$ cat src/common/vdwc_pkg.sv
// Package of constants and carrier types for the video DRAM write controller.
package vdwc_pkg;

  // Clock period in nanoseconds (100 MHz core clock).
  localparam int CLK_NS = 10;

  // Pin timing figures in nanoseconds, as the strobes need them.
  localparam int T_RCD_NS  = 20;   // Row strobe to column strobe delay.
  localparam int T_CAS_NS  = 20;   // Column strobe pulse width.
  localparam int T_RP_NS   = 50;   // Row strobe precharge.
  localparam int T_CP_NS   = 10;   // Column precharge time.
  localparam int T_CWD_NS  = 40;   // Column strobe to write enable delay.
  localparam int T_OD_NS   = 10;   // Output disable delay from enable.
  localparam int T_RAS_NS  = 70;   // Row strobe pulse width.

  // Least times round up to whole cycles, never below one.
  function automatic int cyc_min(input int ns);
    int c;
    c = (ns + CLK_NS - 1) / CLK_NS;
    return (c < 1) ? 1 : c;
  endfunction : cyc_min

  localparam int C_RCD = cyc_min(T_RCD_NS);
  localparam int C_CAS = cyc_min(T_CAS_NS);
  localparam int C_RP  = cyc_min(T_RP_NS);
  localparam int C_CP  = cyc_min(T_CP_NS);
  localparam int C_CWD = cyc_min(T_CWD_NS);
  localparam int C_OD  = cyc_min(T_OD_NS);
  localparam int C_RAS = cyc_min(T_RAS_NS);

  // Wake-up pause and refresh figures.
  localparam int T_PAUSE_US   = 100;     // Initial pause after power-up.
  localparam int T_REF_US     = 16700;   // Refresh period, 16.7 ms.
  localparam int ROWS         = 512;     // Rows covered per period.
  localparam int WAKE_CYCLES  = 8;       // Row strobe cycles of wake-up.
  localparam int PAUSE_CYC    = T_PAUSE_US * 1000 / CLK_NS;
  localparam int REF_INT_CYC  = T_REF_US * 1000 / CLK_NS / ROWS;

  // Widths of the pins and of a timing counter.
  localparam int AW = 9;
  localparam int DW = 8;
  localparam int TW = 8;   // Width of a timing counter.

  // Write function requested by the user side.
  typedef enum logic [2:0] {
    VDWC_READ,          // Plain read.
    VDWC_WRITE,         // Normal write.
    VDWC_MASK_WRITE,    // Per-bit masked write.
    VDWC_BLOCK_WRITE,   // Block write, column mask only.
    VDWC_MBLOCK_WRITE,  // Block write with bit-plane mask.
    VDWC_LOAD_COLOR,    // Load the color register.
    VDWC_RMW            // Read then late write.
  } vdwc_op_t;

  // One access request from the user side.
  typedef struct packed {
    vdwc_op_t          op;     // Function to perform.
    logic [AW-1:0]     row;    // Row address.
    logic [AW-1:0]     col;    // Column address.
    logic [DW-1:0]     mask;   // Bit-plane mask for masked functions.
    logic [DW-1:0]     data;   // Write data, column mask or color.
  } vdwc_req_t;

  // Levels driven onto the memory pins.
  typedef struct packed {
    logic              ras_n;  // Row strobe.
    logic              cas_n;  // Column strobe.
    logic              mws_n;  // Mask/write select.
    logic              sfs;    // Special function select.
    logic              oe_n;   // Transfer/output enable.
    logic [AW-1:0]     addr;   // Multiplexed address.
  } vdwc_pins_t;

endpackage : vdwc_pkg

$ cat src/rtl/vdwc_ctrl.sv
// Host controller that drives the video DRAM random port through its pins.
`timescale 1ns/1ps

// Contract
// Selects and data at edges pick function.
// Low selects at row edge: per-bit mask.
// Special select at column: block or color.
// Masked block uses both masks.
// Pause then eight row cycles wake-up.
// Early write keeps outputs off.
// Late write: output enable holds buffers off.
// Read-write delays met gives read data.
// Otherwise outputs undefined until column rises.
// Data taken at later strobe edge.
// Outputs release on enable or column rise.
// Outputs off while column strobe high.
// Column low at row fall keeps data.
// Address changes limited per strobe phase.
// Enable high during late write.
// Writes and reads mix in page mode; here each access runs its own full row strobe cycle.
// Column-first sequence triggers internal refresh.
// Refresh all 512 rows each period.
// Mask select: masked at row, read/write.
// Row, column, then both strobes high.
module vdwc_ctrl #(
  parameter int PAUSE_CYC   = vdwc_pkg::PAUSE_CYC,   // Power-up pause.
  parameter int REF_INT_CYC = vdwc_pkg::REF_INT_CYC  // Refresh spacing.
) (
  input  wire logic                    core_clk_i,  // Core clock.
  input  wire logic                    reset_i,     // Asynchronous reset.
  input  wire logic                    req_valid_i, // Request offered.
  input  wire vdwc_pkg::vdwc_req_t     req_i,       // Request contents.
  output logic                         req_ready_o, // Request taken.
  output logic                         rd_valid_o,  // Read data pulse.
  output logic [vdwc_pkg::DW-1:0]      rd_data_o,   // Read data.
  output logic                         init_done_o, // Wake-up finished.
  output vdwc_pkg::vdwc_pins_t         pins_o,      // Strobes and address.
  output logic [vdwc_pkg::DW-1:0]      dq_o,        // Data pin output.
  output logic                         dq_oe_n_o,   // Low while driving.
  input  wire logic [vdwc_pkg::DW-1:0] dq_i         // Data pin input.
);

  // Sequencer states.
  typedef enum logic [3:0] {
    S_PAUSE, S_WAKE_LO, S_WAKE_HI, S_IDLE, S_ROW, S_COL, S_WE,
    S_CHI, S_PRE, S_CBR_C, S_CBR_R
  } vdwc_st_t;

  localparam int CW = 24;  // Width of the long counter.

  vdwc_st_t               st_r, st_nxt;          // State.
  logic [vdwc_pkg::TW-1:0] t_r, t_nxt;           // Phase timer.
  logic [CW-1:0]          ref_r, ref_nxt;        // Refresh interval timer.
  logic                   ref_due_r, ref_due_nxt;// Refresh owed.
  logic [3:0]             wake_r, wake_nxt;      // Wake-up cycles done.
  vdwc_pkg::vdwc_req_t    q_r, q_nxt;            // Request in service.
  vdwc_pkg::vdwc_pins_t   p_r, p_nxt;            // Pin levels.
  logic [vdwc_pkg::DW-1:0] dq_r, dq_nxt;         // Data pin level.
  logic                   dqoe_r, dqoe_nxt;      // Data enable, low drives.
  logic                   rdy_r, rdy_nxt;        // Ready pulse.
  logic                   rv_r, rv_nxt;          // Read valid pulse.
  logic [vdwc_pkg::DW-1:0] rd_r, rd_nxt;         // Read data.
  logic                   done_r, done_nxt;      // Wake-up complete.
  logic                   wr_op, sfs_col, rmw_op;// Decoded request.

  // Decode whether the op writes, and the special select at column edge.
  always_comb begin
    wr_op   = (q_r.op != vdwc_pkg::VDWC_READ);
    rmw_op  = (q_r.op == vdwc_pkg::VDWC_RMW);
    sfs_col = (q_r.op == vdwc_pkg::VDWC_BLOCK_WRITE) ||
              (q_r.op == vdwc_pkg::VDWC_MBLOCK_WRITE) ||
              (q_r.op == vdwc_pkg::VDWC_LOAD_COLOR);
  end

  // Next-state logic for the whole pin sequencer.
  always_comb begin
    st_nxt      = st_r;
    t_nxt       = (t_r != '0) ? t_r - 1'b1 : t_r;
    ref_nxt     = ref_r;
    ref_due_nxt = ref_due_r;
    wake_nxt    = wake_r;
    q_nxt       = q_r;
    p_nxt       = p_r;
    dq_nxt      = dq_r;
    dqoe_nxt    = dqoe_r;
    rdy_nxt     = 1'b0;
    rv_nxt      = 1'b0;
    rd_nxt      = rd_r;
    done_nxt    = done_r;
    // Refresh spacing keeps all rows refreshed each period.
    if (ref_r == CW'(REF_INT_CYC - 1)) begin
      ref_nxt     = '0;
      ref_due_nxt = 1'b1;
    end else begin
      ref_nxt = ref_r + 1'b1;
    end
    case (st_r)
      S_PAUSE: begin
        ref_nxt = '0;
        // Power-up pause counted in the long counter.
        if (ref_r == CW'(PAUSE_CYC - 1)) begin
          st_nxt = S_WAKE_LO;
          t_nxt  = 8'(vdwc_pkg::C_RAS);
        end else begin
          ref_nxt = ref_r + 1'b1;
        end
      end
      S_WAKE_LO: begin
        p_nxt.ras_n = 1'b0;
        if (t_r == '0) begin
          p_nxt.ras_n = 1'b1;
          wake_nxt    = wake_r + 1'b1;
          st_nxt      = S_WAKE_HI;
          t_nxt       = 8'(vdwc_pkg::C_RP);
        end
      end
      S_WAKE_HI: begin
        // Eight row-only cycles before first access.
        if (t_r == '0) begin
          if (wake_r == 4'(vdwc_pkg::WAKE_CYCLES)) begin
            st_nxt      = S_IDLE;
            done_nxt    = 1'b1;
            ref_due_nxt = 1'b0;
          end else begin
            st_nxt = S_WAKE_LO;
            t_nxt  = 8'(vdwc_pkg::C_RAS);
          end
        end
      end
      S_IDLE: begin
        if (ref_due_r) begin
          // Column strobe first starts an internal refresh.
          // A new interval ending in this same cycle must not be lost.
          ref_due_nxt = (ref_r == CW'(REF_INT_CYC - 1));
          p_nxt.cas_n = 1'b0;
          p_nxt.mws_n = 1'b1;
          p_nxt.sfs   = 1'b1;
          st_nxt      = S_CBR_C;
          t_nxt       = 8'(vdwc_pkg::C_CP);
        end else if (req_valid_i) begin
          rdy_nxt = 1'b1;
          q_nxt   = req_i;
          st_nxt  = S_ROW;
          t_nxt   = 8'(vdwc_pkg::C_RCD);
          // Row edge: address, mask select, special select, mask data.
          p_nxt.addr  = req_i.row;
          p_nxt.ras_n = 1'b0;
          p_nxt.mws_n = !((req_i.op == vdwc_pkg::VDWC_MASK_WRITE) ||
                          (req_i.op == vdwc_pkg::VDWC_MBLOCK_WRITE));
          p_nxt.sfs   = (req_i.op == vdwc_pkg::VDWC_LOAD_COLOR);
          p_nxt.oe_n  = 1'b1;
          dq_nxt      = req_i.mask;
          dqoe_nxt    = !((req_i.op == vdwc_pkg::VDWC_MASK_WRITE) ||
                          (req_i.op == vdwc_pkg::VDWC_MBLOCK_WRITE));
        end
      end
      S_ROW: begin
        if (t_r == '0) begin
          // Column edge; early write lowers write enable in the same cycle.
          p_nxt.addr  = q_r.col;
          p_nxt.cas_n = 1'b0;
          p_nxt.sfs   = sfs_col;
          p_nxt.mws_n = !(wr_op && !rmw_op);
          // Read-modify-write opens the outputs for its read phase.
          p_nxt.oe_n  = wr_op && !rmw_op;
          dq_nxt      = q_r.data;
          dqoe_nxt    = !(wr_op && !rmw_op);
          st_nxt      = rmw_op ? S_WE : S_COL;
          t_nxt       = rmw_op ? 8'(vdwc_pkg::C_CWD) :
                                 8'(vdwc_pkg::C_CAS);
        end
      end
      S_WE: begin
        // Read-write: sample data, lift enable, then late write.
        if (t_r == 8'(vdwc_pkg::C_OD)) begin
          rd_nxt     = dq_i;
          rv_nxt     = 1'b1;
          p_nxt.oe_n = 1'b1;
        end
        if (t_r == '0) begin
          p_nxt.mws_n = 1'b0;
          dqoe_nxt    = 1'b0;
          st_nxt      = S_COL;
          t_nxt       = 8'(vdwc_pkg::C_CAS);
        end
      end
      S_COL: begin
        if (t_r == '0) begin
          if (!wr_op) begin
            rd_nxt = dq_i;
            rv_nxt = 1'b1;
          end
          p_nxt.cas_n = 1'b1;
          p_nxt.oe_n  = 1'b1;
          st_nxt      = S_CHI;
          t_nxt       = 8'(vdwc_pkg::C_CP);
        end
      end
      S_CHI: begin
        if (t_r == '0) begin
          p_nxt.ras_n = 1'b1;
          p_nxt.mws_n = 1'b1;
          dqoe_nxt    = 1'b1;
          st_nxt      = S_PRE;
          t_nxt       = 8'(vdwc_pkg::C_RP);
        end
      end
      S_CBR_C: begin
        if (t_r == '0) begin
          p_nxt.ras_n = 1'b0;
          st_nxt      = S_CBR_R;
          t_nxt       = 8'(vdwc_pkg::C_RAS);
        end
      end
      S_CBR_R: begin
        if (t_r == '0) begin
          p_nxt.ras_n = 1'b1;
          p_nxt.cas_n = 1'b1;
          st_nxt      = S_PRE;
          t_nxt       = 8'(vdwc_pkg::C_RP);
        end
      end
      S_PRE: begin
        if (t_r == '0) begin
          st_nxt = S_IDLE;
        end
      end
      default: begin
        st_nxt = S_IDLE;
      end
    endcase
  end

  // Registers of the sequencer.
  always_ff @(posedge core_clk_i or posedge reset_i) begin
    if (reset_i) begin
      st_r      <= S_PAUSE;
      t_r       <= '0;
      ref_r     <= '0;
      ref_due_r <= 1'b0;
      wake_r    <= '0;
      q_r       <= '0;
      p_r       <= '{ras_n: 1'b1, cas_n: 1'b1, mws_n: 1'b1, sfs: 1'b0,
                     oe_n: 1'b1, addr: '0};
      dq_r      <= '0;
      dqoe_r    <= 1'b1;
      rdy_r     <= 1'b0;
      rv_r      <= 1'b0;
      rd_r      <= '0;
      done_r    <= 1'b0;
    end else begin
      st_r      <= st_nxt;
      t_r       <= t_nxt;
      ref_r     <= ref_nxt;
      ref_due_r <= ref_due_nxt;
      wake_r    <= wake_nxt;
      q_r       <= q_nxt;
      p_r       <= p_nxt;
      dq_r      <= dq_nxt;
      dqoe_r    <= dqoe_nxt;
      rdy_r     <= rdy_nxt;
      rv_r      <= rv_nxt;
      rd_r      <= rd_nxt;
      done_r    <= done_nxt;
    end
  end

  // Outputs come straight from the registers.
  assign pins_o      = p_r;
  assign dq_o        = dq_r;
  assign dq_oe_n_o   = dqoe_r;
  assign req_ready_o = rdy_r;
  assign rd_valid_o  = rv_r;
  assign rd_data_o   = rd_r;
  assign init_done_o = done_r;

  // The host never drives data while output enable is low.
  property p_no_contention;
    @(posedge core_clk_i) disable iff (reset_i)
      !p_r.oe_n |-> dqoe_r;
  endproperty
  a_no_contention: assert property (p_no_contention)
    else $error("Data driven while outputs enabled.");

  // Column strobe only falls while the row strobe is low or for refresh.
  property p_row_first;
    @(posedge core_clk_i) disable iff (reset_i)
      $fell(p_r.cas_n) |-> !p_r.ras_n || st_r == S_CBR_C;
  endproperty
  a_row_first: assert property (p_row_first)
    else $error("Column strobe fell before row strobe.");

  // Refresh column strobe precedes the row strobe.
  property p_cbr;
    @(posedge core_clk_i) disable iff (reset_i)
      $rose(st_r == S_CBR_C) |-> !p_r.cas_n && p_r.ras_n;
  endproperty
  a_cbr: assert property (p_cbr)
    else $error("Refresh not column first.");

  // Address stays put while the column strobe is low.
  property p_addr;
    @(posedge core_clk_i) disable iff (reset_i)
      !p_r.cas_n && !$past(p_r.cas_n) |-> $stable(p_r.addr);
  endproperty
  a_addr: assert property (p_addr)
    else $error("Address changed with column strobe low.");

  // Output enable stays high whenever write enable and column strobe are low.
  property p_oe_write;
    @(posedge core_clk_i) disable iff (reset_i)
      !p_r.mws_n && !p_r.cas_n |-> p_r.oe_n;
  endproperty
  a_oe_write: assert property (p_oe_write)
    else $error("Output enable low during write.");

  // No access before wake-up ends.
  property p_wake;
    @(posedge core_clk_i) disable iff (reset_i)
      req_ready_o |-> init_done_o;
  endproperty
  a_wake: assert property (p_wake)
    else $error("Access before wake-up done.");

  // The row strobe falls, with the column strobe high, in the same cycle as the ready pulse.
  property p_row_fall;
    @(posedge core_clk_i) disable iff (reset_i)
      rdy_nxt |=> !p_r.ras_n && p_r.cas_n;
  endproperty
  a_row_fall: assert property (p_row_fall)
    else $error("Row strobe did not fall with column high.");

  // A refresh is issued within a short bound once owed in idle.
  property p_ref;
    @(posedge core_clk_i) disable iff (reset_i)
      st_r == S_IDLE && ref_due_r |=> st_r == S_CBR_C;
  endproperty
  a_ref: assert property (p_ref)
    else $error("Owed refresh not started.");

endmodule : vdwc_ctrl

$ cat config.mk
export PLATFORM = sky130hd
export DESIGN_NAME = vdwc_ctrl
export DESIGN_NICKNAME = d
export VERILOG_FILES = /design/src/common/vdwc_pkg.sv /design/src/rtl/vdwc_ctrl.sv
export SDC_FILE = /design/constraint.sdc
export NUM_CORES = 1
export LEC_CHECK = 0
export BUFFER_PORTS_ARGS = -buffer_cell sky130_fd_sc_hd__buf_2
export CAP_MARGIN = 30
export CORE_UTILIZATION = 35
export CTS_CLUSTER_DIAMETER = 150
export DETAILED_ROUTE_END_ITERATION = 8
export PLACE_DENSITY_LB_ADDON = 0.12
export RECOVER_POWER = 50
export SETUP_SLACK_MARGIN = 0.4
export SYNTH_ARGS = -nofsm -noshare
export SYNTH_HDL_FRONTEND = slang
export SYNTH_SLANG_ARGS = --single-unit
$ cat constraint.sdc
create_clock -name core_clk_i -period 7.65 [get_ports core_clk_i]
set_clock_uncertainty 0.15 [all_clocks]
set_input_delay 1.53 -clock core_clk_i [delete_from_list [all_inputs] [get_ports core_clk_i]]
set_output_delay 1.53 -clock core_clk_i [all_outputs]
set_load 0.005 [all_outputs]
# Yosys cells after proc, flatten, opt, wreduce, memory -nomap -nowiden
# Cells that the tools add are included.
[classes]
n_reduce_logical = 31
n_eq_ne = 38
addsub = 3
bitwise = 1
mux = 72
[ops]
columns = ["cell", "n"]
rows = [
  ["8-bit two-way mux", 17],
  ["24-bit two-way mux", 3],
  ["8-bit one-hot mux with 8 select lines", 1],
  ["4-bit two-way mux", 11],
  ["4-bit one-hot mux with 10 select lines", 1],
  ["8-bit one-hot mux with 2 select lines", 2],
  ["2-bit inequality test, second input constant", 15],
  ["24-bit by 1-bit adder with 24-bit output, second input constant", 1],
  ["24-bit by 12-bit == test with 1-bit output, second input constant", 1],
  ["24-bit by 14-bit == test with 1-bit output, second input constant", 1],
  ["1-bit two-way mux", 20],
  ["9-bit one-hot mux with 2 select lines", 1],
  ["6-bit AND reduction", 3],
  ["4-bit by 3-bit == test with 1-bit output, second input constant", 4],
  ["4-bit == test, second input constant", 4],
  ["1-bit one-hot mux with 4 select lines", 4],
  ["3-bit == test, second input constant", 5],
  ["13-bit two-way mux", 1],
  ["12-bit two-way mux", 1],
  ["4-bit nonzero test", 3],
  ["10-bit two-way mux", 1],
  ["10-bit AND reduction", 1],
  ["5-bit AND reduction", 2],
  ["3-bit AND reduction", 3],
  ["other kinds (26)", 39],
]
[word_totals]
output_inout_bits = 34
input_bits = 48
elab_cells = 165
ff_bits = 95

# Longest topological paths before layout
# Gate-level depths: netlist of run 1.
[logic_depth]
word_depth = 6
depth_mapped = 12
mapped_depth_nobuf = 11

# Worst setup path after synthesis of run 1
# Ideal clock, no wire load.
[synth_timing]
path_kind = "in2reg"
startpoint = "input req_valid_i"
endpoint = "register dq_r (netlist bit dq_o[0])"
path_slack_ns = 4.778
setup_ns = 0.136
stages = 6
t_arrival_ns = 2.587
required_time_ns = 7.364
path_buffers = 2
path_cell_list = "inv_1 > or3_1 > clkbuf_1 > a21boi_1 > clkbuf_1 > o21ai_0"
[synth_via]
elab_chain_cells = 2
[synth_rtl]
columns = ["item", "line", "source"]
rows = [
  ["start: declaration", "vdwc_ctrl.sv:31", "input wire logic req_valid_i,"],
  ["2-bit inequality test (no source line)", "-", ""],
  ["4-bit AND reduction (no source line)", "-", ""],
  ["end signal: assignment", "vdwc_ctrl.sv:259", "dq_r <= dq_nxt;"],
  ["end: declaration", "vdwc_ctrl.sv:58", "logic [vdwc_pkg::DW-1:0] dq_r, dq_nxt;"],
]
# No other way between the ends.
# A chain may end at the register's enable or synchronous reset.

# Final worst setup path of run 1
[layout_timing]
startpoint = "register t_r[0] (netlist name)"
endpoint = "register t_r[0] (netlist name)"
[layout_via]
elab_chain_cells = 5
word_cells_on_any_way = 15
cone_classes = "1 x add/sub; 12 x mux; 2 x reduce/logical"
[layout_rtl]
columns = ["item", "line", "source"]
rows = [
  ["start: declaration", "vdwc_ctrl.sv:52", "logic [vdwc_pkg::TW-1:0] t_r, t_nxt;"],
  ["start signal: assignment", "vdwc_ctrl.sv:253", "t_r <= t_nxt;"],
  ["8-bit by 1-bit subtractor with 8-bit output or 8-bit nonzero test (tied branches)", "vdwc_ctrl.sv:78", "t_nxt = (t_r != '0) ? t_r - 1'b1 : t_r;"],
  ["8-bit two-way mux", "vdwc_ctrl.sv:78", ""],
  ["8-bit two-way mux (on tied branches)", "vdwc_ctrl.sv:140, vdwc_ctrl.sv:120", ""],
  ["8-bit two-way mux (on tied branches)", "vdwc_ctrl.sv:131, vdwc_ctrl.sv:119", ""],
  ["8-bit one-hot mux with 8 select lines *", "vdwc_ctrl.sv:97", "case (st_r)"],
  ["net t_nxt (one bit)", "vdwc_ctrl.sv:52", ""],
]
# The timed path passes the listed nets; every way through them passes the cells marked *.

==> run_results.csv, run 1 <==
group,metric,value,unit
final_layout,multi_input_gate_area,0.00232,mm²
routing,detailedRoute.firstPassIterationCount,4,
synthesis,synth.lib_cells_used.distinct,63,
final_layout,fillers,1368,
routing,postRouteWirelength,11400,µm
clock_network,cts_resized,0,
power_and_ir_drop,vdd.ir_drop.worst,149,µV
clock_network,cts.sinks,95,
worst_setup_path,end_kind,"register",
floorplanning,starting_utilization_of_the_core_area,0.364,
worst_setup_path,timing_worst_setup_path_type,"register to register",
synthesis,synth_seq_area_share,0.489,
sta,setup_total_negative_slack,0,ns
final_layout,layout.area.seq,0.00238,mm²
sta,maxClockFrequency,276,MHz
routing,remaining_drc_errors,0,
worst_setup_path,timing.critical_path.slowest_cell_delay,0.77,ns
worst_setup_path,start_kind,"register",
sta,min_period,3.62,ns
sta,worst_slew_pin_slew,1.37,ns
synthesis,ys_dominant_reg_cell,"dfrtp_1",
placed_design,place.detailed.hpwl,8200,µm
synthesis,synth_edf_count,0,
clock_network,clk_transition_reported_paths,0.07,ns
worst_setup_path,cp.required,7.70,ns
clock_network,cts.root.buffer_cell,"clkbuf_16",
placed_design,preCtsSetupSlack,3.57,ns
grt,groute.layer.met1.usage,0.221,
floorplanning,chipHeight,120,µm
sta,rsz0062_at_grt,"false",
clock_network,max-clock-path-buffers,2,
synthesis,postSynthCellCount,514,
clock_network,clock_latency,0.35,ns
final_layout,finished_layout_cells,767,
worst_setup_path,biggest_fanout_along_the_worst_timing_path,14,
placed_design,numPlacedInstances,751,
hold_path,holdCritPathClass,"register to register",
worst_setup_path,critical_path.most_common_cell,"ha_1",
floorplanning,fp.dieW,120,µm
sta,period_share,0.474,
sta,worst_slew_margin_rel,0.0873,
synthesis,ys_ff_latch,95,
power_and_ir_drop,p_per_area,325,mW/mm²
grt,globalRouteMet2Util,0.272,
final_layout,area_growth_syn_to_layout,17.4,%
synthesis,post_syn_nets,571,
routing,drt-wirelength-per-cell,14.9,µm
synthesis,netlist_area,0.00488,mm²
final_layout,num-nets-final,643,
grt,globalRoute.busiestLayer,"met2",
routing,initial_drc_count,231,
worst_setup_path,cp_data_arrival_time,3.67,ns
clock_network,cts_hold_buffers,0,
power_and_ir_drop,power.leakage,2.71,nW
synthesis,synth_top_cell_area_share,0.462,
synthesis,async_reset_ff_frac,1.00,
floorplanning,placeableCoreArea,0.0134,mm²
final_layout,core_occupancy_in_the_finished_layout,0.427,
floorplanning,die-area,0.0144,mm²
synthesis,synth_largest_area_cell,"dfrtp_1",
grt,overflow,0,
run,maxCapViolations,0,
routing,vias,3858,
routing,post_drt_antenna_nets,0,
worst_setup_path,crit_slowest_cell,"nor2_1",
grt,wire_length_of_the_first_global_routing_pass,18900,µm
floorplanning,io_pins,82,
clock_network,cts_tree,"done",
grt,number_of_global_route_vias_before_repair,3804,
placed_design,buffer_ports.inserted,81,
final_layout,antenna_cells_inserted,0,
grt,grt_use_total,0.168,
status,run_status,"finished clean",
worst_setup_path,timing.critical_path.cells,"inv_1 > ha_1 > or3b_2 > nor2_1 > inv_2 > ha_1 > o21bai_1 > a32oi_1 > o211a_1 > a31oi_1",
routing,vias_per_cell,5.03,
sta,slew_viol_final,0,
sta,setup-violations-final,0,
clock_network,post-cts-setup-buffer-count,0,
synthesis,synthesis.yosys.warnings,0,
final_layout,layout-drive-gt1-share,0.213,
grt,antenna_found_initial,0,
clock_network,ctsHtreeMaxLevel,3,
placed_design,gp_routability_congestion,0.870,
sta,finalHoldViolCount,0,
grt,largest_net_degree_at_the_start_of_global_routing,56,
synthesis,synthTopCellsByArea,"dfrtp_1 46%, nand2_1 7.2%, mux2i_1 3.9%, o21ai_0 3.3%, nor2_1 3.2%",
sta,fin_ws,4.03,ns
clock_network,tritoncts.num_buffers,9,
synthesis,synth_area_per_cell,9.49,µm²
floorplanning,num_rows,42,
grt,grtUsageMet3,0.0380,
-- per-layer routing --
layer,vias to the layer above,share of wire
met5,-,0
met4,0,0.013
met3,12,0.037
met2,65,0.49
met1,1861,0.46
li1,1920,-
-- critical path: cells and delay by family (launching register included) --
kind            cells  cell delay [ns]
compound gates      4             0.47
fa+ha+maj           2             0.68
simple gates        2             1.24
flops               1             0.46
buf+inv             2             0.47
-- registers in the layout, indices dropped and copies added, names as in the netlist --
name         cells
ref_r           24
q_r             20
pins_o          14
dq_o             8
rd_data_o        8
t_r              8
st_r             4
wake_r           4
dq_oe_n_o        1
init_done_o      1
rd_valid_o       1
ref_due_r        1
req_ready_o      1
-- power by group --
group          switching [mW]  total [mW]  internal (mW)
logic                   0.333       0.630          0.297
clock network           0.192       0.422          0.229
registers               0.152       0.807          0.655
total                   0.677        1.86           1.18
-- per-stage QoR --
step	total power, mW	area (µm²)	hold slack, ns
after global placement	1.44	5420	0.303
after CTS	1.88	5740	0.318
final	1.86	5730	0.314
after floorplan	1.23	4880	0.288
after detailed placement	1.45	5460	0.309
after global routing	2.00	5730	0.339
-- cells in the mapped netlist (3+ instances only) --
cell type / count
a21boi_0: 4
a21oi_1: 16
a22o_1: 3
a31oi_1: 4
a32oi_1: 3
and3_1: 6
buf_2: 4
clkbuf_1: 18
dfrtp_1: 90
dfstp_2: 5
ha_1: 9
inv_1: 16
mux2_2: 12
mux2i_1: 19
nand2_1: 94
nand2b_1: 5
nand3_1: 15
nand4_1: 7
nor2_1: 42
nor2b_1: 8
nor3_1: 8
nor4_1: 8
o21ai_0: 32
o21ai_1: 4
o21bai_1: 3
or3_1: 6
xnor2_1: 17
xor2_1: 14
-- path summary, 6_finish.rpt --
path / cells past startpoint / slack [ns] / from / to
hold / removal: 1 / 0.31 / wake_r[3] / wake_r[3]
hold reg to reg: 1 / 0.31 / wake_r[3] / wake_r[3]
setup / recovery: 10 / 4.03 / t_r[0] / t_r[0]
min in group asynchronous: 2 / 1.14 / reset_i / q_r[4]
max in group asynchronous: 4 / 4.39 / reset_i / pins_o[9]
setup reg to reg: 10 / 4.03 / t_r[0] / t_r[0]
-- logic make-up (layout without fill, tap and decap cells) --
family,count (synthesis),count (layout),synth area share
and+or+nand+nor,215,215,0.208
adders and majority gates,9,9,0.0231
xor gates and xnor gates,31,31,0.0557
AOI/OAI and AO/OA,90,90,0.120
muxes,32,32,0.0690
DFF,95,95,0.489
buffers and inverters,42,119,0.0357
-- layout by cell type (no fill, tap or decap), types with 14 or more instances in the layout --
| master | n |
|---|---|
| o21ai_0 | 32 |
| inv_1 | 15 |
| a21oi_1 | 16 |
| nand2_1 | 94 |
| dfrtp_1 | 90 |
| buf_2 | 81 |
| xor2_1 | 14 |
| nor2_1 | 43 |
| nand3_1 | 15 |
| xnor2_1 | 17 |
| mux2i_1 | 19 |
-- cell type report --
type / count / area share
inverter: 18 / 0.0120
tap: 176 / 0.0385
clock buffer: 11 / 0.0424
clock inverter: 5 / 0.00568
multi-input combinational: 377 / 0.405
timing repair buffer: 85 / 0.0802
sequential: 95 / 0.416
No activity file was read; power rests on OpenSTA's default activity.
==> inputs of run 2 (changes only) <==
==> constraint.sdc (replaced) <==
create_clock -name core_clk_i -period 3.6 [get_ports core_clk_i]
set_clock_uncertainty 0.15 [all_clocks]
set_input_delay 0.72 -clock core_clk_i [delete_from_list [all_inputs] [get_ports core_clk_i]]
set_output_delay 0.72 -clock core_clk_i [all_outputs]
set_load 0.005 [all_outputs]
==> run 2 against run 1 <==
Against the previous run:
- final area increased by 1.3%
- non-clock buffer count increased by 5
- sequential share of layout area decreased by 0.55 points
- first-iteration DRC count decreased by 24%
- clock power increased to 2.6 times the previous value
- wire length increased by 0.35%
- critical path depth unchanged
- via count increased by 0.80%
==> run_results.csv, run 2 (synthesis gave the netlist of run 1 again) <==
group,metric,value,unit
clock_network,cts_tree,"done",
final_layout,multi_input_gate_area,0.00233,mm²
power_and_ir_drop,p_per_area,716,mW/mm²
sta,setup-violations-final,0,
clock_network,cts_hold_buffers,0,
hold_path,holdCritPathClass,"register to register",
routing,post_drt_antenna_nets,0,
floorplanning,chipHeight,120,µm
floorplanning,io_pins,82,
sta,min_period,3.03,ns
final_layout,layout-drive-gt1-share,0.215,
final_layout,final_common_cell,"nand2_1",
routing,initial_drc_count,176,
final_layout,area_growth_syn_to_layout,19.0,%
sta,finalHoldViolCount,0,
worst_setup_path,crit_slowest_cell,"or3b_2",
sta,worst_slew_pin_slew,1.41,ns
placed_design,buffer_ports.inserted,81,
worst_setup_path,start_kind,"register",
final_layout,largest_register,"ref_r",
clock_network,ctsHtreeMaxLevel,3,
grt,number_of_global_route_vias_before_repair,3796,
worst_setup_path,timing.critical_path.cells,"inv_1 > ha_1 > or3b_2 > nor2_4 > inv_2 > ha_1 > o21bai_1 > a32oi_1 > o211a_1 > a31oi_1",
floorplanning,fp.dieW,120,µm
floorplanning,starting_utilization_of_the_core_area,0.364,
placed_design,gp_routability_congestion,0.842,
status,run_status,"finished clean",
clock_network,clk_transition_reported_paths,0.07,ns
worst_setup_path,rr_endpoint,"t_r[0]",
final_layout,num-nets-final,648,
grt,wire_length_of_the_first_global_routing_pass,18900,µm
placed_design,place.detailed.hpwl,8220,µm
sta,rsz0062_at_grt,"false",
worst_setup_path,timing.rr.start,"t_r[0]",
placed_design,numPlacedInstances,756,
final_layout,largest_register_ff_count,24,
grt,grt_use_total,0.168,
final_layout,layout.area.seq,0.00238,mm²
final_layout,finished_layout_cells,772,
grt,antenna_found_initial,0,
worst_setup_path,critical_path_buf_inv_count,2,
hold_path,worstHoldStart,"wake_r[3]",
worst_setup_path,biggest_fanout_along_the_worst_timing_path,14,
worst_setup_path,r2r_cells,10,
sta,period_share,0.842,
worst_setup_path,timing.critical_path.slowest_cell_delay,0.50,ns
clock_network,cts.root.buffer_cell,"clkbuf_16",
final_layout,core_occupancy_in_the_finished_layout,0.433,
routing,drt-wirelength-per-cell,14.8,µm
hold_path,timing.hold.worst_path_depth,1,
final_layout,most-common-layout-cells,"94 x nand2_1, 90 x dfrtp_1, 76 x buf_2",
power_and_ir_drop,vdd.ir_drop.worst,313,µV
sta,setup_total_negative_slack,0,ns
grt,overflow,0,
clock_network,cts_resized,0,
worst_setup_path,crit_path_leading_delay_family,"simple AND/OR/NAND/NOR gates",
sta,slew_viol_final,0,
sta,worst_slew_margin_rel,0.0547,
worst_setup_path,cp.required,3.65,ns
final_layout,fin_area,0.00580,mm²
floorplanning,placeableCoreArea,0.0134,mm²
worst_setup_path,timing.critical_path.depth,10,
hold_path,whs_endpoint,"wake_r[3]",
routing,detailedRoute.firstPassIterationCount,4,
sta,maxClockFrequency,330,MHz
worst_setup_path,timing_worst_setup_path_type,"register to register",
worst_setup_path,critical_path.most_common_cell,"ha_1",
run,maxCapViolations,0,
final_layout,antenna_cells_inserted,0,
floorplanning,die-area,0.0144,mm²
floorplanning,num_rows,42,
routing,postRouteWirelength,11400,µm
worst_setup_path,reg2reg_setup_slack,0.57,ns
routing,vias_per_cell,5.04,
grt,largest_net_degree_at_the_start_of_global_routing,47,
power_and_ir_drop,power.leakage,2.73,nW
placed_design,placedInstanceArea,0.00549,mm²
clock_network,cts.sinks,95,
worst_setup_path,end_kind,"register",
worst_setup_path,cp_data_arrival_time,3.08,ns
routing,remaining_drc_errors,0,
clock_network,clock_latency,0.35,ns
routing,vias,3889,
clock_network,post-cts-setup-buffer-count,0,
clock_network,max-clock-path-buffers,2,
final_layout,fillers,1338,
clock_network,tritoncts.num_buffers,9,
-- run 2: routing by layer --
metal,share of wire,up-vias,global-route usage,wire [µm]
met4,0.018,0,0.0500,203
met3,0.051,12,0.0513,581
met1,0.45,1852,0.218,5200
met5,0,-,0,0
li1,-,1928,-,-
met2,0.48,97,0.268,5450
-- run 2: final cells by class --
type                       count  area share
inverter                      18      0.0119
clock buffer                  12      0.0459
tap                          176      0.0379
timing repair buffer          90      0.0793
sequential                    95       0.411
multi-input combinational    377       0.401
clock inverter                 4      0.0132
-- run 2: how the worst max path moves through the flow --
stage / endpoint / startpoint
2_1_floorplan: t_r[0] / t_r[0]
3_3_place_gp: t_r[0] / t_r[0]
3_5_place_dp: t_r[0] / t_r[0]
4_1_cts: t_r[0] / t_r[0]
5_1_grt: t_r[0] / t_r[0]
6_report: t_r[0] / t_r[0]
-- run 2: worst reg2reg max path: cells and delay by family (launching register included) --
kind	cells	cell delay, ns
flip-flops	1	0.46
AND/OR/NAND/NOR	2	0.79
adder cells (fa/ha/maj)	2	0.57
buffers and inverters	2	0.38
AO/OA/AOI/OAI	4	0.53
-- run 2: metrics by stage --
| stage | hold WS (ns) | power (mW) | worst slack [ns] |
|---|---|---|---|
| 3_5_place_dp | 0.310 | 3.10 | 0.631 |
| 5_1_grt | 0.337 | 4.45 | 0.420 |
| 4_1_cts | 0.322 | 4.21 | 0.615 |
| 6_report | 0.322 | 4.15 | 0.569 |
| 2_1_floorplan | 0.288 | 2.62 | 1.10 |
| 3_3_place_gp | 0.306 | 3.08 | 0.739 |
-- run 2: power breakdown --
group / internal (mW) / switching, mW
clock network: 0.667 / 0.411
registers: 1.39 / 0.259
logic: 0.645 / 0.777
==> inputs of run 3 (changes only) <==
==> constraint.sdc (replaced) <==
create_clock -name core_clk_i -period 3.1 [get_ports core_clk_i]
set_clock_uncertainty 0.15 [all_clocks]
set_input_delay 0.62 -clock core_clk_i [delete_from_list [all_inputs] [get_ports core_clk_i]]
set_output_delay 0.62 -clock core_clk_i [all_outputs]
set_load 0.005 [all_outputs]
==> run 3 against run 2 <==
Against the previous run:
- sequential power is 16% higher
- fmax is 21% higher
- setup slack better by 0.032 ns
- final area is 0.17% lower
- power is 11% higher
- clock power is 6% lower
- via count is 0.95% higher
- register-to-register slack better by 0.03 ns
- wire length is 0.38% lower
==> run_results.csv, run 3 (synthesis gave the netlist of run 1 again) <==
group,metric,value,unit
status,run_status,"finished clean",
routing,post_drt_antenna_nets,0,
clock_network,clk_transition_reported_paths,0.06,ns
worst_setup_path,critical_path_buf_inv_count,2,
clock_network,clock_latency,0.34,ns
floorplanning,chipHeight,120,µm
final_layout,antenna_cells_inserted,0,
worst_setup_path,r2r_cells,11,
grt,number_of_global_route_vias_before_repair,3877,
clock_network,post-cts-setup-buffer-count,0,
clock_network,max-clock-path-buffers,2,
routing,detailedRoute.firstPassIterationCount,5,
floorplanning,placeableCoreArea,0.0134,mm²
power_and_ir_drop,vdd.ir_drop.worst,417,µV
final_layout,layout-drive-gt1-share,0.222,
sta,worst_slew_margin_rel,0.605,
worst_setup_path,timing.critical_path.slowest_cell_delay,0.45,ns
placed_design,numPlacedInstances,759,
routing,drt-wirelength-per-cell,14.7,µm
grt,grt_use_total,0.169,
final_layout,num-nets-final,651,
grt,antenna_found_initial,0,
floorplanning,num_rows,42,
clock_network,tritoncts.num_buffers,9,
floorplanning,fp.dieW,120,µm
power_and_ir_drop,power.leakage,2.71,nW
sta,setup_total_negative_slack,0,ns
routing,vias_per_cell,5.07,
sta,finalHoldViolCount,0,
run,maxCapViolations,0,
clock_network,ctsHtreeMaxLevel,3,
final_layout,final_common_cell,"nand2_1",
hold_path,holdCritPathClass,"primary input to asynchronous set/reset pin",
sta,maxClockFrequency,400,MHz
floorplanning,io_pins,82,
routing,vias,3926,
final_layout,largest_register,"ref_r",
power_and_ir_drop,p_per_area,797,mW/mm²
placed_design,buffer_ports.inserted,81,
worst_setup_path,timing.critical_path.cells,"inv_1 > ha_1 > or3b_4 > nor2_4 > inv_2 > ha_1 > and2_1 > a32oi_1 > a32oi_1 > o211a_1 > a31oi_1",
grt,wire_length_of_the_first_global_routing_pass,19200,µm
sta,worst_slew_pin_slew,0.586,ns
worst_setup_path,crit_path_leading_delay_family,"simple AND/OR/NAND/NOR gates",
sta,slew_viol_final,0,
grt,overflow,0,
worst_setup_path,cp.required,3.21,ns
placed_design,place.detailed.hpwl,8120,µm
clock_network,cts.sinks,95,
floorplanning,die-area,0.0144,mm²
sta,hold_slack,0.289,ns
routing,postRouteWirelength,11400,µm
final_layout,largest_register_ff_count,24,
sta,period_share,0.806,
worst_setup_path,timing.critical_path.depth,11,
final_layout,finished_layout_cells,774,
floorplanning,starting_utilization_of_the_core_area,0.364,
worst_setup_path,end_kind,"register",
worst_setup_path,start_kind,"register",
worst_setup_path,crit_slowest_cell,"dfrtp_2",
worst_setup_path,timing_worst_setup_path_type,"register to register",
final_layout,area_growth_syn_to_layout,18.8,%
sta,rsz0062_at_grt,"false",
placed_design,gp_routability_congestion,0.881,
routing,initial_drc_count,200,
worst_setup_path,biggest_fanout_along_the_worst_timing_path,14,
routing,remaining_drc_errors,0,
sta,min_period,2.50,ns
clock_network,cts.root.buffer_cell,"clkbuf_16",
worst_setup_path,cp_data_arrival_time,2.61,ns
grt,largest_net_degree_at_the_start_of_global_routing,96,
clock_network,cts_tree,"done",
final_layout,most-common-layout-cells,"94 x nand2_1, 88 x dfrtp_1, 76 x buf_2",
sta,setup-violations-final,0,
[run 3: path summary, 6_finish.rpt]
path / start / end / slack [ns]
worst max-delay path: t_r[1] / t_r[0] / 0.60
worst min-delay path: reset_i / pins_o[7] / 0.29
worst max register to register: t_r[1] / t_r[0] / 0.60
worst min register to register: dq_oe_n_o / dq_oe_n_o / 0.32
max in group asynchronous: reset_i / pins_o[11] / 2.12
min in group core_clk_i: req_i[20] / q_r[20] / 0.31
[run 3: through the flow]
step	instance area, µm²	util	setup WS, ns	total power [mW]
CTS	5780	0.431	0.489	4.66
global route	5790	0.432	0.432	4.98
detailed placement	5510	0.411	0.497	3.61
floorplan	4880	-	0.601	3.04
global placement	5510	0.411	0.534	3.61
finish	5790	0.432	0.601	4.61
[run 3: where the power goes]
part	internal (mW)	switching (mW)	total (mW)
Clock	0.560	0.451	1.01
Sequential	1.62	0.300	1.92
Combinational	0.778	0.904	1.68
[run 3: timing repair]
| action | 4_1_cts | 5_1_grt |
|---|---|---|
| hold buffers | 0 | 0 |
| endpoints found under the setup margin | 0 | 14 |
| gates resized for setup | 0 | 6 |
| hold endpoints to repair | 0 | 0 |
[run 3: metal layers]
metal	routed length [µm]	track usage	vias to the layer above
met5	0	0	-
met4	131	0.0430	0
met3	448	0.0447	8
met2	5610	0.281	77
met1	5200	0.217	1912
li1	-	-	1929
[run 3: layout make-up]
class                   count  area, µm²
flip-flops and latches     95       2390
clock buffers              12        246
repair buffers             93        502
clock inverters             3       20.0
inverters                  18       68.8
multi-input cells         377       2350
fillers                  1357       7610
well taps                 176        220
[run 3: worst register-to-register path, delay by kind of cell (launching register included)]
| kind | cells | cell delay, ns |
|---|---|---|
| flops | 1 | 0.45 |
| simple gates | 3 | 0.66 |
| compound gates | 4 | 0.50 |
| fa+ha+maj | 2 | 0.41 |
| buf+inv | 2 | 0.26 |
